**src/verilog/cfep_pkg.sv**
```systemverilog
// Overview of operation
// - The system clock is split into four phases that never overlap, one active at a time.
// - The program counter advances at the start of the fetch phase, when the next word is fetched.
// - Phases two to four decode and execute the instruction held in the pipeline.
// - One full pass through the four phases is one instruction cycle.
// - The next word is fetched in the same cycle in which the current one executes.
// - A standard instruction takes one cycle and an extended one takes two, branch penalty apart.
// - Any instruction that changes the program counter takes one extra cycle.
// - A jump or call takes two cycles: one to obtain the target, one to branch.
// - Arithmetic, logic, rotate and step operations run in an eight-bit ALU; branch decisions take the decoder's cond bit.
package cfep_pkg;

  // ****************************************
  // Widths and reset values
  // ****************************************
  localparam int          CFEP_PC_W      = 13;
  localparam int          CFEP_INSN_W    = 16;
  localparam int          CFEP_DATA_W    = 8;
  localparam logic [12:0] CFEP_PC_RESET  = 13'h0000;
  localparam logic [15:0] CFEP_NOP_WORD  = 16'h0000;
  localparam logic [3:0]  CFEP_PH_RESET  = 4'h1;

  // ****************************************
  // Types
  // ****************************************
  typedef enum logic [1:0] {
    CFEP_SRC_HI_XTAL_SEL,
    CFEP_SRC_LO_XTAL_SEL,
    CFEP_SRC_HI_RC_SEL,
    CFEP_SRC_LO_RC_SEL
  } cfep_src_t;

  typedef enum logic [3:0] {
    CFEP_ALU_ADD, CFEP_ALU_ADC, CFEP_ALU_SUB, CFEP_ALU_SBC,
    CFEP_ALU_AND, CFEP_ALU_OR,  CFEP_ALU_XOR, CFEP_ALU_CPL,
    CFEP_ALU_RR,  CFEP_ALU_RRC, CFEP_ALU_RL,  CFEP_ALU_RLC,
    CFEP_ALU_INC, CFEP_ALU_DEC, CFEP_ALU_PASS
  } cfep_alu_op_t;

  // Decoded view of the word in the pipeline, from the core decoder
  typedef struct packed {
    logic         extended;
    logic         branch;
    logic         cond;
    logic [12:0]  target;
    cfep_alu_op_t alu_op;
    logic [7:0]   operand_a;
    logic [7:0]   operand_b;
    logic         carry_in;
  } cfep_dec_t;

  typedef struct packed {
    logic [7:0] result;
    logic       carry;
    logic       zero;
  } cfep_alu_res_t;

endpackage : cfep_pkg

```
**src/verilog/cfep_pipeline.sv**
```systemverilog
`timescale 1ns/1ps
`default_nettype none
module cfep_pipeline (
  // Clock and reset
  input  wire logic                    clk,
  input  wire logic                    resetn,
  // Clock source selection, steady in operation
  input  wire cfep_pkg::cfep_src_t     src_sel,
  input  wire logic                    high_speed_crystal_source,
  input  wire logic                    low_speed_crystal_source,
  input  wire logic                    high_speed_internal_rc_source,
  input  wire logic                    low_speed_internal_rc_source,
  // Program memory
  output logic [12:0]                  pm_addr,
  output logic                         pm_rd,
  input  wire logic [15:0]             pm_data,
  // Decoder side
  input  wire cfep_pkg::cfep_dec_t     dec,
  output logic [15:0]                  insn_word,
  output logic                         insn_valid,
  // Phases and results
  output logic [3:0]                   phase,
  output logic                         phase_fetch,
  output logic                         phases_decode_execute,
  output logic                         cycle_end,
  output cfep_pkg::cfep_alu_res_t      alu_res
);
  import cfep_pkg::*;

  // ****************************************
  // Phase sequencer on a selected source
  // ****************************************
  // Sources are synchronised; a phase advances on a rising edge of the chosen one
  logic [3:0] src_s1_r, src_s2_r, src_s3_r;
  logic       src_lvl;
  logic       tick;
  logic [3:0] ph_r, ph_nxt;

  always_ff @(posedge clk or negedge resetn) begin
    if (!resetn) begin
      src_s1_r <= 4'h0;
      src_s2_r <= 4'h0;
      src_s3_r <= 4'h0;
    end else begin
      src_s1_r <= {low_speed_internal_rc_source, high_speed_internal_rc_source,
                   low_speed_crystal_source, high_speed_crystal_source};
      src_s2_r <= src_s1_r;
      src_s3_r <= src_s2_r;
    end
  end

  // Change counts once second and third stages agree
  assign src_lvl  = src_s2_r[src_sel] & src_s3_r[src_sel];
  // Held level, so a glitch seen by one stage alone steps nothing

  logic src_hold_r, src_hold_nxt;
  always_comb begin
    src_hold_nxt = src_hold_r;
    if (src_s2_r[src_sel] == src_s3_r[src_sel]) begin
      src_hold_nxt = src_lvl;
    end
  end
  assign tick = src_hold_nxt & ~src_hold_r;

  always_comb begin
    ph_nxt = ph_r;
    if (tick) begin
      ph_nxt = {ph_r[2:0], ph_r[3]};
    end
  end

  always_ff @(posedge clk or negedge resetn) begin
    if (!resetn) begin
      ph_r       <= CFEP_PH_RESET;
      src_hold_r <= 1'b0;
    end else begin
      ph_r       <= ph_nxt;
      src_hold_r <= src_hold_nxt;
    end
  end

  // One-hot ring: exactly one phase high, never two
  assign phase                 = ph_r;
  assign phase_fetch           = ph_r[0];
  assign phases_decode_execute = |ph_r[3:1];
  assign cycle_end             = tick & ph_r[3];

  // ****************************************
  // Fetch / execute control
  // ****************************************
  logic [12:0] pc_r, pc_nxt;
  logic [15:0] ir_r, ir_nxt;
  logic        iv_r, iv_nxt;
  logic        ext_r, ext_nxt;
  logic [12:0] tgt_r, tgt_nxt;
  logic        br_r, br_nxt;
  logic [15:0] fb_r, fb_nxt;
  logic        fetch_start;
  logic        taken;

  // Fetched word buffered one cycle, so memory need not hold it past the fetch phase
  assign fetch_start = tick & ph_r[3];
  // Branch decision made in execute, acted on at the next fetch edge
  assign taken = iv_r & dec.branch & dec.cond & ~ext_r;

  always_comb begin
    pc_nxt  = pc_r;
    ir_nxt  = ir_r;
    iv_nxt  = iv_r;
    ext_nxt = ext_r;
    tgt_nxt = tgt_r;
    br_nxt  = br_r;
    fb_nxt  = fb_r;
    // Word caught while the fetch strobe still stands
    if (tick & ph_r[0]) begin
      fb_nxt = pm_data;
    end
    if (tick & ph_r[1] & iv_r) begin
      // Target obtained in the cycle the branch executes
      if (taken) begin
        tgt_nxt = dec.target;
        br_nxt  = 1'b1;
      end
    end
    if (fetch_start) begin
      if (br_r) begin
        // Target fetched in the flush cycle, executed in the one after
        pc_nxt = tgt_r;
        iv_nxt = 1'b0;
        br_nxt = 1'b0;
      end else begin
        pc_nxt = pc_r + 13'h0001;
        iv_nxt = 1'b1;
      end
      if (iv_r & dec.extended & ~ext_r & ~br_r) begin
        // Second cycle of an extended word keeps it in the pipeline
        ext_nxt = 1'b1;
        pc_nxt  = pc_r;
      end else begin
        ext_nxt = 1'b0;
        ir_nxt  = fb_r;
      end
    end
  end

  always_ff @(posedge clk or negedge resetn) begin
    if (!resetn) begin
      pc_r  <= CFEP_PC_RESET;
      ir_r  <= CFEP_NOP_WORD;
      iv_r  <= 1'b0;
      ext_r <= 1'b0;
      tgt_r <= CFEP_PC_RESET;
      br_r  <= 1'b0;
      fb_r  <= CFEP_NOP_WORD;
    end else begin
      pc_r  <= pc_nxt;
      ir_r  <= ir_nxt;
      iv_r  <= iv_nxt;
      ext_r <= ext_nxt;
      tgt_r <= tgt_nxt;
      br_r  <= br_nxt;
      fb_r  <= fb_nxt;
    end
  end

  // Counter addresses memory; in the flush cycle it holds the target
  // Sequential word fetched beside a taken branch is simply dropped
  assign pm_addr    = pc_r;
  assign pm_rd      = ph_r[0];
  assign insn_word  = ir_r;
  assign insn_valid = iv_r;

  // ****************************************
  // Eight-bit ALU, result caught as phase four ends
  // ****************************************
  function automatic cfep_alu_res_t alu_f(input cfep_dec_t d);
    logic [8:0] s;
    s = 9'h000;
    unique case (d.alu_op)
      CFEP_ALU_ADD:  s = {1'b0, d.operand_a} + {1'b0, d.operand_b};
      CFEP_ALU_ADC:  s = {1'b0, d.operand_a} + {1'b0, d.operand_b} + {8'h00, d.carry_in};
      CFEP_ALU_SUB:  s = {1'b0, d.operand_a} - {1'b0, d.operand_b};
      CFEP_ALU_SBC:  s = {1'b0, d.operand_a} - {1'b0, d.operand_b} - {8'h00, ~d.carry_in};
      CFEP_ALU_AND:  s = {1'b0, d.operand_a & d.operand_b};
      CFEP_ALU_OR:   s = {1'b0, d.operand_a | d.operand_b};
      CFEP_ALU_XOR:  s = {1'b0, d.operand_a ^ d.operand_b};
      CFEP_ALU_CPL:  s = {1'b0, ~d.operand_a};
      CFEP_ALU_RR:   s = {1'b0, d.operand_a[0], d.operand_a[7:1]};
      CFEP_ALU_RRC:  s = {d.operand_a[0], d.carry_in, d.operand_a[7:1]};
      CFEP_ALU_RL:   s = {1'b0, d.operand_a[6:0], d.operand_a[7]};
      CFEP_ALU_RLC:  s = {d.operand_a[7], d.operand_a[6:0], d.carry_in};
      CFEP_ALU_INC:  s = {1'b0, d.operand_a} + 9'h001;
      CFEP_ALU_DEC:  s = {1'b0, d.operand_a} - 9'h001;
      default:       s = {1'b0, d.operand_a};
    endcase
    // Subtract carry is inverted borrow, so set means no borrow
    if (d.alu_op == CFEP_ALU_SUB || d.alu_op == CFEP_ALU_SBC) begin
      s[8] = ~s[8];
    end
    alu_f = '{result: s[7:0], carry: s[8], zero: (s[7:0] == 8'h00)};
  endfunction : alu_f

  cfep_alu_res_t alu_r, alu_nxt;
  always_comb begin
    alu_nxt = alu_r;
    if (fetch_start & iv_r) begin
      alu_nxt = alu_f(dec);
    end
  end

  always_ff @(posedge clk or negedge resetn) begin
    if (!resetn) begin
      alu_r <= '0;
    end else begin
      alu_r <= alu_nxt;
    end
  end

  assign alu_res = alu_r;

endmodule : cfep_pipeline
`default_nettype wire

```
**config.mk**
```make
export PLATFORM = sky130hd
export DESIGN_NAME = cfep_pipeline
export DESIGN_NICKNAME = d
export VERILOG_FILES = /design/src/verilog/cfep_pkg.sv /design/src/verilog/cfep_pipeline.sv
export SDC_FILE = /design/constraint.sdc
export NUM_CORES = 1
export LEC_CHECK = 0
export BUFFER_PORTS_ARGS = -buffer_cell sky130_fd_sc_hd__buf_2
export CAP_MARGIN = 10
export CORE_MARGIN = 5
export CORE_UTILIZATION = 35
export CTS_CLUSTER_DIAMETER = 50
export DETAILED_ROUTE_END_ITERATION = 10
export GPL_TIMING_DRIVEN = 0
export HOLD_SLACK_MARGIN = 0.03
export MAX_ROUTING_LAYER = met4
export PLACE_DENSITY = 0.65
export SLEW_MARGIN = 10
export SYNTH_ARGS = -nofsm -noshare
export SYNTH_HDL_FRONTEND = slang
export SYNTH_SLANG_ARGS = --single-unit
```
**constraint.sdc**
```tcl
create_clock -name clk -period 3.2 [get_ports clk]
set_input_delay 0.16 -clock clk [delete_from_list [all_inputs] [get_ports clk]]
set_output_delay 0.16 -clock clk [all_outputs]
set_load 0.02 [all_outputs]
```
==> impl_metrics.py, run 1 <==
metrics = {
    "timing": {
        "clock-skew-final_ns": 0.00810,
        "grt_setup_unrepaired": "false",
        "slew_headroom": 0.426,
        "drv_slew": 0,
        "post-route-period-util": 0.933,
        "worst-slew-pin-transition_ns": 0.854,
        "final_report_hold_violation_count": 0,
        "final_hold_slack_ns": 0.0448,
        "max_clock_freq_mhz": 335,
        "finalSetupViolations": 0,
        "final.min_clock_period_ns": 2.99,
    },
    "status": {
        "run_status": "finished clean",
    },
    "pwr": {
        "seq_power_share": 0.406,
        "switching_power_w": 0.000794,
        "vdd_drop_max_v": 0.000309,
        "total_power_w": 0.00277,
        "power_frac_clock": 0.386,
        "power.switching_fraction": 0.286,
        "comb_power_share": 0.208,
        "leakagePower_nw": 3.61,
        "p_int_w": 0.00198,
        "power-per-cell-area_nw_per_um2": 388,
    },
    "grt": {
        "grt-busiest-layer": "met2",
        "grt_use_met1": 0.241,
        "grtUsageMet3": 0.0436,
        "global_route.overflow_total": 0,
        "initial_antenna_violation_count": 0,
        "grt_use_met2": 0.290,
        "groute.usage.overall": 0.184,
        "wire_length_of_the_first_global_routing_pass_um": 28700,
        "pin_count_of_the_biggest_net_entering_global_routing": 55,
        "first_global_vias": 5446,
    },
    "synth": {
        "netlist_instances": 668,
        "synth_enable_flop_cells": 0,
        "post-synth-top-count-cell": "sky130_fd_sc_hd__nand2_1",
        "postSynthRegisterBits": 88,
        "share_of_flip_flops_with_an_asynchronous_set_or_reset": 1.00,
        "syn-num-nets": 769,
        "synth_area_per_cell_um2": 8.88,
        "yosysWarningCount": 0,
        "synth.top_cell.area_share": 0.367,
        "post-synth-top-area-cell": "sky130_fd_sc_hd__dfrtp_1",
        "yosys-top-cells-count": "101 x sky130_fd_sc_hd__nand2_1, 87 x sky130_fd_sc_hd__dfrtp_1, 43 x sky130_fd_sc_hd__a21oi_1",
        "yosys.cell_types.count": 69,
        "post_synth_main_area_contributors": "sky130_fd_sc_hd__dfrtp_1 37%, sky130_fd_sc_hd__ha_1 7.8%, sky130_fd_sc_hd__mux2_2 6.8%",
        "ys_dominant_reg_cell": "sky130_fd_sc_hd__dfrtp_1",
        "synth.cell_area_um2": 5930,
        "synth_sequential_area_ratio": 0.372,
    },
    "finish": {
        "final_nets": 892,
        "layout.filler_cells": 1677,
        "drive_gt1_frac": 0.232,
        "total_inserted_antenna_cells": 0,
        "flow.area_growth_from_synthesis_pct": 20.7,
    },
    "worst_setup_path": {
        "end_kind": "flip-flop",
        "ff2ff_path_depth": 7,
        "crit_required_ns": 3.43,
        "ff_to_ff_start": "src_s2_r[3]$_DFF_PN0_",
        "worst-endpoint-arrival_ns": 3.21,
        "worst_case_register_to_register_setup_slack_ns": 0.36,
        "timing.critical_path.fanout_max": 8,
        "critPathKind": "in -> reg",
        "r2r-end": "fb_r[8]$_DFFE_PN0P_",
        "startpoint_type": "input pin",
    },
    "drt": {
        "drc_violation_total_after_the_first_tritonroute_iteration": 371,
        "route.vias.total": 5433,
        "detail_route.wl_per_cell_um": 17.2,
        "remaining_drc_errors": 0,
        "postRouteAntennaNets": 0,
        "routed_wirelength_um": 17500,
        "drt_pass1_iterations": 5,
        "vias_per_cell": 5.35,
    },
    "die": {
        "area_of_the_placeable_core_um2": 16600,
        "rows": 47,
        "start_util": 0.358,
        "die_x_um": 140,
        "io_pins": 109,
        "die_h_um": 140,
        "fp.dieArea_um2": 19600,
    },
    "cts": {
        "tritoncts_clock_tree": "built",
        "cts.clk_slew.worst_paths_ns": 0.07,
        "clkLatencyLatePin_ns": 0.34,
        "cts.sink_count": 88,
        "htree_levels": 3,
        "cts_buffers": 9,
        "ctsLongestPathBuffers": 2,
        "cts-root-buf": "sky130_fd_sc_hd__clkbuf_16",
    },
    "place": {
        "globalplace.congestion": 0.959,
        "place_hpwl_um": 13500,
        "io_buffers": 107,
    },
    "run": {
        "max-cap-violations": 0,
    },
    "worst_hold_path": {
        "min_path_cells": 2,
        "min-delay-start": "dec[29]",
        "worst_hold_path.endpoint": "tgt_r[8]$_DFFE_PN0P_",
        "holdCritPathClass": "in -> reg",
    },
}
[metrics by stage]
step	worst slack, ns	util	instances	setup TNS (ns)	cell area (um^2)
after detailed placement	-0.481	0.409	996	-1.74	6790
after global routing	0.000757	0.432	1016	0	7160
after floorplan	0.0778	-	668	0	5950
after CTS	0.00824	0.431	1018	0	7150
final	0.214	0.432	1016	0	7160
after global placement	-0.485	0.407	995	-1.72	6760
[power groups by stage]
stage	sequential (W)	combinational, W	clock, W
after floorplan	0.00115	0.000368	0
after global placement	0.00115	0.000557	0
after detailed placement	0.00115	0.000563	0
after CTS	0.00113	0.000571	0.00110
after global routing	0.00113	0.000638	0.00116
final	0.00113	0.000576	0.00107
[cells by family after synthesis]
logic type	count (synthesis)	synth area share
xor+xnor	27	0.0399
buf+inv	69	0.0468
fa+ha+maj	40	0.0882
flops	88	0.372
simple gates	236	0.187
mux	48	0.0928
compound gates	160	0.173
[sequential cells by signal (all words and copies together) (netlist names)]
name        flops
alu_res        10
insn_word      16
br_r            1
fb_r           16
phase           4
tgt_r          13
pm_addr        13
src_s1_r        4
src_hold_r      1
src_s3_r        4
insn_valid      1
ext_r           1
src_s2_r        4
[critical path: stages]
cell                       delay, ns
sky130_fd_sc_hd__buf_2          0.21
sky130_fd_sc_hd__inv_1          0.14
sky130_fd_sc_hd__ha_1           0.23
sky130_fd_sc_hd__fa_1           0.43
sky130_fd_sc_hd__o21ba_2        0.24
sky130_fd_sc_hd__o21a_1         0.24
sky130_fd_sc_hd__o311ai_1       0.50
sky130_fd_sc_hd__nor3_1         0.14
sky130_fd_sc_hd__xor2_1         0.18
sky130_fd_sc_hd__a221oi_2       0.31
sky130_fd_sc_hd__a31oi_1        0.16
sky130_fd_sc_hd__mux2_2         0.28
[worst max-delay path by stage]
stage               slack, ns  startpoint                endpoint  cells after the start
floorplan                0.08     dec[19]  alu_res[1]$_DFFE_PN0P_                     14
global placement        -0.48     dec[18]  alu_res[1]$_DFFE_PN0P_                     14
detailed placement      -0.48     dec[18]  alu_res[1]$_DFFE_PN0P_                     14
CTS                     0.008     dec[18]  alu_res[1]$_DFFE_PN0P_                     14
global route           0.0008     dec[20]  alu_res[1]$_DFFE_PN0P_                     13
finish                   0.21      dec[9]  alu_res[9]$_DFFE_PN0P_                     12
[timing repair]
item,4_1_cts,5_1_grt
hold buffers,5,0
buffers inserted,1,0
pin swaps,1,1
resized for setup,1,6
hold endpoints to repair,37,0
setup endpoints to repair,3,4
[area by class of cell]
class	instances	area, um^2	area share
buffer	35	154	0.0215
clock buffer	10	239	0.0334
clock inverter	6	68.8	0.00961
inverter	32	124	0.0173
multi-input combinational	511	3470	0.485
sequential	88	2200	0.308
tap	220	275	0.0385
timing repair buffer	114	623	0.0870
[per-layer routing]
metal | vias to the layer above | wire length, um
li1 | 2624 | -
met1 | 2585 | 7830
met2 | 189 | 8280
met3 | 35 | 1040
met4 | 0 | 355
met5 | - | 0
[cells in the final DEF (no fill, tap or decap), types with 4 or more instances in the layout]
| master | instances |
|---|---|
| sky130_fd_sc_hd__a21oi_1 | 43 |
| sky130_fd_sc_hd__a221oi_1 | 5 |
| sky130_fd_sc_hd__clkbuf_1 | 22 |
| sky130_fd_sc_hd__o21ai_0 | 41 |
| sky130_fd_sc_hd__nor2_1 | 36 |
| sky130_fd_sc_hd__and3_1 | 14 |
| sky130_fd_sc_hd__xor2_1 | 10 |
| sky130_fd_sc_hd__a21o_1 | 5 |
| sky130_fd_sc_hd__nor3_1 | 14 |
| sky130_fd_sc_hd__clkbuf_16 | 9 |
| sky130_fd_sc_hd__mux2i_1 | 10 |
| sky130_fd_sc_hd__nor3b_1 | 4 |
| sky130_fd_sc_hd__inv_1 | 31 |
| sky130_fd_sc_hd__mux2_2 | 36 |
| sky130_fd_sc_hd__o211ai_1 | 5 |
| sky130_fd_sc_hd__nand2_1 | 101 |
| sky130_fd_sc_hd__o31ai_1 | 6 |
| sky130_fd_sc_hd__a22oi_1 | 5 |
| sky130_fd_sc_hd__dfrtp_1 | 87 |
| sky130_fd_sc_hd__dlygate4sd3_1 | 5 |
| sky130_fd_sc_hd__a31oi_1 | 8 |
| sky130_fd_sc_hd__xnor2_1 | 16 |
| sky130_fd_sc_hd__buf_4 | 4 |
| sky130_fd_sc_hd__nor2b_1 | 9 |
| sky130_fd_sc_hd__o22ai_1 | 8 |
| sky130_fd_sc_hd__nand3_1 | 28 |
| sky130_fd_sc_hd__nand2b_1 | 7 |
| sky130_fd_sc_hd__buf_1 | 4 |
| sky130_fd_sc_hd__ha_1 | 37 |
| sky130_fd_sc_hd__buf_2 | 111 |
Power figures use the tool's default switching activity.
==> run 2: changes to the inputs <==
--- a/config.mk
+++ b/config.mk
@@ -15,6 +15,7 @@
 export HOLD_SLACK_MARGIN = 0.03
 export MAX_ROUTING_LAYER = met4
 export PLACE_DENSITY = 0.65
+export REMOVE_ABC_BUFFERS = 1
 export SLEW_MARGIN = 10
 export SYNTH_ARGS = -nofsm -noshare
 export SYNTH_HDL_FRONTEND = slang
==> run 2 against run 1 <==
Effect of this change: fmax shrank 0.38%; clock-buffer cell count shrank 1; clock skew grew 0.00088 ns; non-clock buffer count shrank 28; sequential power is essentially flat; die area is the same; combinational power shrank 3.5%; final cell count shrank 2.8%; critical endpoint unchanged; largest cell class unchanged.
==> impl_metrics.py, run 2 (synthesis results as in run 1) <==
metrics = {
    "status": {
        "run_status": "finished clean",
    },
    "finish": {
        "finish.utilization": 0.425,
        "mostFrequentLayoutCells": "103 x sky130_fd_sc_hd__buf_2, 99 x sky130_fd_sc_hd__nand2_1, 87 x sky130_fd_sc_hd__dfrtp_1",
        "mostFrequentLayoutCell": "sky130_fd_sc_hd__buf_2",
        "post-route-cell-area_um2": 7050,
        "drive_gt1_frac": 0.246,
        "final_nets": 864,
        "flow.area_growth_from_synthesis_pct": 18.9,
        "layout.filler_cells": 1675,
    },
    "grt": {
        "global_route.overflow_total": 0,
        "wire_length_of_the_first_global_routing_pass_um": 25800,
        "grt_use_met1": 0.215,
        "first_global_vias": 5015,
        "initial_antenna_violation_count": 1,
        "grtUsageMet3": 0.0279,
        "grt_use_met2": 0.260,
        "groute.usage.overall": 0.162,
        "grt-busiest-layer": "met2",
        "pin_count_of_the_biggest_net_entering_global_routing": 47,
    },
    "die": {
        "start_util": 0.358,
        "rows": 47,
        "io_pins": 109,
        "die_x_um": 140,
        "die_h_um": 140,
        "area_of_the_placeable_core_um2": 16600,
        "fp.dieArea_um2": 19600,
    },
    "drt": {
        "routed_wirelength_um": 15700,
        "drt_pass1_iterations": 5,
        "vias_per_cell": 5.28,
        "route.vias.total": 5221,
        "remaining_drc_errors": 0,
        "drc_violation_total_after_the_first_tritonroute_iteration": 363,
        "postRouteAntennaNets": 0,
        "detail_route.wl_per_cell_um": 15.9,
    },
    "worst_setup_path": {
        "ff_to_ff_start": "src_s2_r[3]$_DFF_PN0_",
        "crit_required_ns": 3.42,
        "worst-endpoint-arrival_ns": 3.21,
        "worstSetupStartpoint": "dec[9]",
        "startpoint_type": "input pin",
        "critPathKind": "in -> reg",
        "timing.critical_path.fanout_max": 8,
        "end_kind": "flip-flop",
    },
    "place": {
        "place_hpwl_um": 11600,
        "placedInstanceArea_um2": 6620,
        "io_buffers": 108,
        "globalplace.congestion": 0.936,
    },
    "timing": {
        "max_clock_freq_mhz": 334,
        "final_hold_slack_ns": 0.0529,
        "finalSetupViolations": 0,
        "worst-slew-pin-transition_ns": 0.872,
        "final.min_clock_period_ns": 3.00,
        "post-route-period-util": 0.937,
        "clock-skew-final_ns": 0.00898,
        "setup_total_negative_slack_ns": 0,
        "slew_headroom": 0.414,
        "grt_setup_unrepaired": "false",
        "final_report_hold_violation_count": 0,
        "drv_slew": 0,
    },
    "cts": {
        "ctsLongestPathBuffers": 2,
        "cts.sink_count": 88,
        "tritoncts_clock_tree": "built",
        "cts.clk_slew.worst_paths_ns": 0.07,
        "cts_buffers": 9,
        "clkLatencyLatePin_ns": 0.33,
        "cts-root-buf": "sky130_fd_sc_hd__clkbuf_16",
        "htree_levels": 3,
    },
    "pwr": {
        "seq_power_share": 0.428,
        "switching_power_w": 0.000761,
        "comb_power_share": 0.211,
        "leakagePower_nw": 3.54,
        "power-per-cell-area_nw_per_um2": 374,
        "power_frac_clock": 0.362,
        "p_int_w": 0.00188,
        "power.switching_fraction": 0.289,
        "vdd_drop_max_v": 0.000224,
    },
    "worst_hold_path": {
        "holdCritPathClass": "in -> reg",
        "min-delay-start": "pm_data[9]",
    },
    "run": {
        "max-cap-violations": 0,
    },
}
==> run 2: cell types whose count changed in the layout (fill, tap and decap cells not counted), moves of 2 or more <==
cell                         change
sky130_fd_sc_hd__clkbuf_4        +2
sky130_fd_sc_hd__nand2_2         +2
sky130_fd_sc_hd__buf_2           -8
sky130_fd_sc_hd__clkbuf_1       -22
sky130_fd_sc_hd__inv_1           -2
sky130_fd_sc_hd__clkinvlp_4      +3
sky130_fd_sc_hd__nand2_1         -2
sky130_fd_sc_hd__buf_1           -4
sky130_fd_sc_hd__buf_4           +5
==> run 2: power by group through the flow <==
| stage | Sequential [W] | Clock, W | Combinational [W] |
|---|---|---|---|
| final | 0.00113 | 0.000954 | 0.000556 |
| after global routing | 0.00113 | 0.00102 | 0.000620 |
| after CTS | 0.00113 | 0.000980 | 0.000540 |
| after detailed placement | 0.00115 | 0 | 0.000530 |
| after global placement | 0.00115 | 0 | 0.000523 |
| after floorplan | 0.00115 | 0 | 0.000346 |
==> run 2: metal layers <==
layer,vias up,share of wire
met4,0,0.014
met5,-,0
met1,2497,0.46
met3,22,0.048
li1,2562,-
met2,140,0.48
==> run 2: stage by stage <==
stage / setup WS [ns] / std cells / total power (W)
after CTS: 0.00773 / 982 / 0.00265
after floorplan: -0.154 / 631 / 0.00149
after global placement: -1.38 / 959 / 0.00167
after detailed placement: -0.987 / 960 / 0.00168
final: 0.203 / 988 / 0.00264
after global routing: 0.00785 / 988 / 0.00277
==> run 2: worst max-delay path, stage by stage <==
cell                       delay [ns]
sky130_fd_sc_hd__buf_2           0.19
sky130_fd_sc_hd__inv_1           0.16
sky130_fd_sc_hd__ha_1            0.24
sky130_fd_sc_hd__fa_1            0.43
sky130_fd_sc_hd__o21ba_2         0.24
sky130_fd_sc_hd__o21a_1          0.24
sky130_fd_sc_hd__xnor2_1         0.31
sky130_fd_sc_hd__nand3_1         0.18
sky130_fd_sc_hd__nor3_1          0.20
sky130_fd_sc_hd__xor2_1          0.11
sky130_fd_sc_hd__a221oi_2        0.30
sky130_fd_sc_hd__a31oi_1         0.16
sky130_fd_sc_hd__mux2_2          0.28
==> run 2: final cells by class <==
class / instances / area, um^2 / area share
repair buffers: 121 / 679 / 0.0963
multi-input cells: 511 / 3490 / 0.495
clock inverters: 6 / 46.3 / 0.00656
well taps: 220 / 275 / 0.0390
diodes: 1 / 2.50 / 0.000355
flip-flops and latches: 88 / 2200 / 0.312
inverters: 32 / 131 / 0.0186
clock buffers: 9 / 225 / 0.0319
==> run 2: timing repair <==
| action | CTS | global route |
|---|---|---|
| endpoints found under the hold margin | 49 | 0 |
| buffers inserted | 2 | 5 |
| resized for setup | 4 | 13 |
| hold buffers | 5 | 0 |
| pin swaps | 1 | 1 |
| endpoints found under the setup margin | 7 | 7 |
==> run 2: path summary, 6_finish.rpt <==
kind | to | slack [ns] | cells past startpoint
setup / recovery | alu_res[9]$_DFFE_PN0P_ | 0.20 | 13
hold / removal | fb_r[9]$_DFFE_PN0P_ | 0.05 | 2
setup reg to reg | pm_addr[7]$_DFFE_PN0P_ | 0.38 | 9
hold reg to reg | src_s2_r[0]$_DFF_PN0_ | 0.35 | 0
max in group asynchronous | phase[0]$_DFFE_PN1P_ | 2.13 | 3
min in group asynchronous | insn_word[13]$_DFFE_PN0P_ | 0.38 | 2
==> run 3: changes to the inputs <==
--- a/config.mk
+++ b/config.mk
@@ -7,6 +7,7 @@
 export LEC_CHECK = 0
 export BUFFER_PORTS_ARGS = -buffer_cell sky130_fd_sc_hd__buf_2
 export CAP_MARGIN = 10
+export CORE_ASPECT_RATIO = 0.6
 export CORE_MARGIN = 5
 export CORE_UTILIZATION = 35
 export CTS_CLUSTER_DIAMETER = 50
==> run 3 against run 2 <==
Effect of this change: first-iteration DRC count increased by 19%; setup slack got worse by 0.097 ns; total power increased by 3.1%; final cell count increased by 0.51%; global-route usage increased by 1.3 points; die area increased by 0.43%; sequential share of layout area decreased by 0.11 points; flip-flop and latch count unchanged; non-clock buffer count decreased by 4; register-to-register slack improved by 0.04 ns; combinational power increased by 2%; largest power group unchanged; highest routed layer unchanged.
==> impl_metrics.py, run 3 (synthesis results as in run 1) <==
metrics = {
    "die": {
        "start_util": 0.361,
        "fp.dieArea_um2": 19700,
        "area_of_the_placeable_core_um2": 16400,
        "die_x_um": 178,
        "rows": 36,
        "io_pins": 109,
        "die_h_um": 111,
    },
    "pwr": {
        "vdd_drop_max_v": 0.000312,
        "total_power_w": 0.00272,
        "leakagePower_nw": 3.55,
        "power-per-cell-area_nw_per_um2": 384,
    },
    "finish": {
        "final_nets": 860,
        "flow.area_growth_from_synthesis_pct": 19.4,
        "finish.utilization": 0.431,
        "mostFrequentLayoutCells": "103 x sky130_fd_sc_hd__buf_2, 99 x sky130_fd_sc_hd__nand2_1, 87 x sky130_fd_sc_hd__dfrtp_1",
        "drive_gt1_frac": 0.246,
        "post-route-cell-area_um2": 7080,
        "mostFrequentLayoutCell": "sky130_fd_sc_hd__buf_2",
    },
    "cts": {
        "cts.clk_slew.worst_paths_ns": 0.08,
        "cts-root-buf": "sky130_fd_sc_hd__clkbuf_16",
        "cts.sink_count": 88,
        "ctsLongestPathBuffers": 2,
        "cts_buffers": 9,
        "clkLatencyLatePin_ns": 0.34,
        "htree_levels": 3,
        "tritoncts_clock_tree": "built",
    },
    "timing": {
        "worst-slew-pin-transition_ns": 0.834,
        "final_hold_slack_ns": 0.0450,
        "final.min_clock_period_ns": 3.09,
        "slew_headroom": 0.440,
        "post-route-worst-setup-slack_ns": 0.106,
        "max_clock_freq_mhz": 323,
        "drv_slew": 0,
        "final_report_hold_violation_count": 0,
        "finalSetupViolations": 0,
        "clock-skew-final_ns": 0.0133,
        "post-route-period-util": 0.967,
    },
    "drt": {
        "drc_violation_total_after_the_first_tritonroute_iteration": 431,
        "vias_per_cell": 5.42,
        "route.vias.total": 5387,
        "remaining_drc_errors": 0,
        "drt_pass1_iterations": 5,
        "postRouteAntennaNets": 0,
        "detail_route.wl_per_cell_um": 17.2,
        "routed_wirelength_um": 17100,
    },
    "grt": {
        "pin_count_of_the_biggest_net_entering_global_routing": 55,
        "first_global_vias": 5087,
        "wire_length_of_the_first_global_routing_pass_um": 27300,
        "initial_antenna_violation_count": 1,
        "groute.usage.overall": 0.175,
        "global_route.overflow_total": 0,
    },
    "place": {
        "globalplace.congestion": 1.01,
        "io_buffers": 108,
        "placedInstanceArea_um2": 6640,
        "placement.setup.worst_slack_ns": -0.675,
        "place_hpwl_um": 13000,
    },
    "worst_setup_path": {
        "startpoint_type": "input pin",
        "ff2ff_path_depth": 10,
        "timing.critical_path.fanout_max": 15,
        "worst-endpoint-arrival_ns": 3.32,
        "worstSetupStartpoint": "dec[14]",
        "ff_to_ff_start": "src_s2_r[3]$_DFF_PN0_",
        "critPathKind": "in -> reg",
        "timing.critical_path.to": "alu_res[1]$_DFFE_PN0P_",
        "crit_required_ns": 3.42,
        "end_kind": "flip-flop",
        "r2r-end": "alu_res[0]$_DFFE_PN0P_",
        "worst_case_register_to_register_setup_slack_ns": 0.42,
    },
    "run": {
        "max-cap-violations": 0,
    },
    "worst_hold_path": {
        "holdCritPathClass": "in -> reg",
    },
    "status": {
        "run_status": "finished clean",
    },
}
run 3: layout make-up:
type | count | area (um^2)
timing repair buffer | 117 | 657
tap | 228 | 285
multi-input combinational | 511 | 3500
fill | 1660 | 9360
clock inverter | 7 | 71.3
clock buffer | 9 | 225
antenna | 1 | 2.50
sequential | 88 | 2200
inverter | 32 | 133
run 3: per-stage QoR:
stage / TNS (ns) / std cells
floorplan: -0.154 / 631
global placement: -10.42 / 967
detailed placement: -3.19 / 969
CTS: 0 / 992
global route: -0.0229 / 993
finish: 0 / 993
run 3: worst min-delay path by stage:
stage,endpoint,depth (start not counted),slack (ns),from
floorplan,alu_res[0]$_DFFE_PN0P_,0,-0.14,resetn
global placement,src_s1_r[2]$_DFF_PN0_,1,0.27,high_speed_internal_rc_source
detailed placement,fb_r[7]$_DFFE_PN0P_,1,0.14,resetn
CTS,fb_r[3]$_DFFE_PN0P_,2,0.04,pm_data[3]
global route,fb_r[3]$_DFFE_PN0P_,2,0.04,pm_data[3]
finish,fb_r[7]$_DFFE_PN0P_,2,0.05,pm_data[7]
run 3: worst max-delay path: stages:
cell	delay, ns
sky130_fd_sc_hd__buf_2	0.21
sky130_fd_sc_hd__inv_1	0.10
sky130_fd_sc_hd__ha_1	0.46
sky130_fd_sc_hd__or2_2	0.37
sky130_fd_sc_hd__a2111oi_1	0.58
sky130_fd_sc_hd__a211oi_2	0.19
sky130_fd_sc_hd__nor4_1	0.34
sky130_fd_sc_hd__o21ai_0	0.16
sky130_fd_sc_hd__xnor2_1	0.19
sky130_fd_sc_hd__a21oi_1	0.09
sky130_fd_sc_hd__a211o_1	0.29
sky130_fd_sc_hd__a22o_1	0.18
run 3: per-layer routing:
metal,share of wire,GRT usage
met1,0.51,0.272
met4,0.0029,0.0154
met3,0.10,0.0610
met5,0,-
met2,0.38,0.221
run 3: repair_timing:
action,CTS,global route
pin swaps,0,0
setup buffers,2,0
endpoints found under the setup margin,11,11
hold endpoints to repair,38,0
gates resized for setup,6,15
hold buffers,5,0
run 3: power by group:
group,internal (W),switching [W]
Combinational,0.000228,0.000339
Sequential,0.00112,0.00000363
Clock,0.000551,0.000475
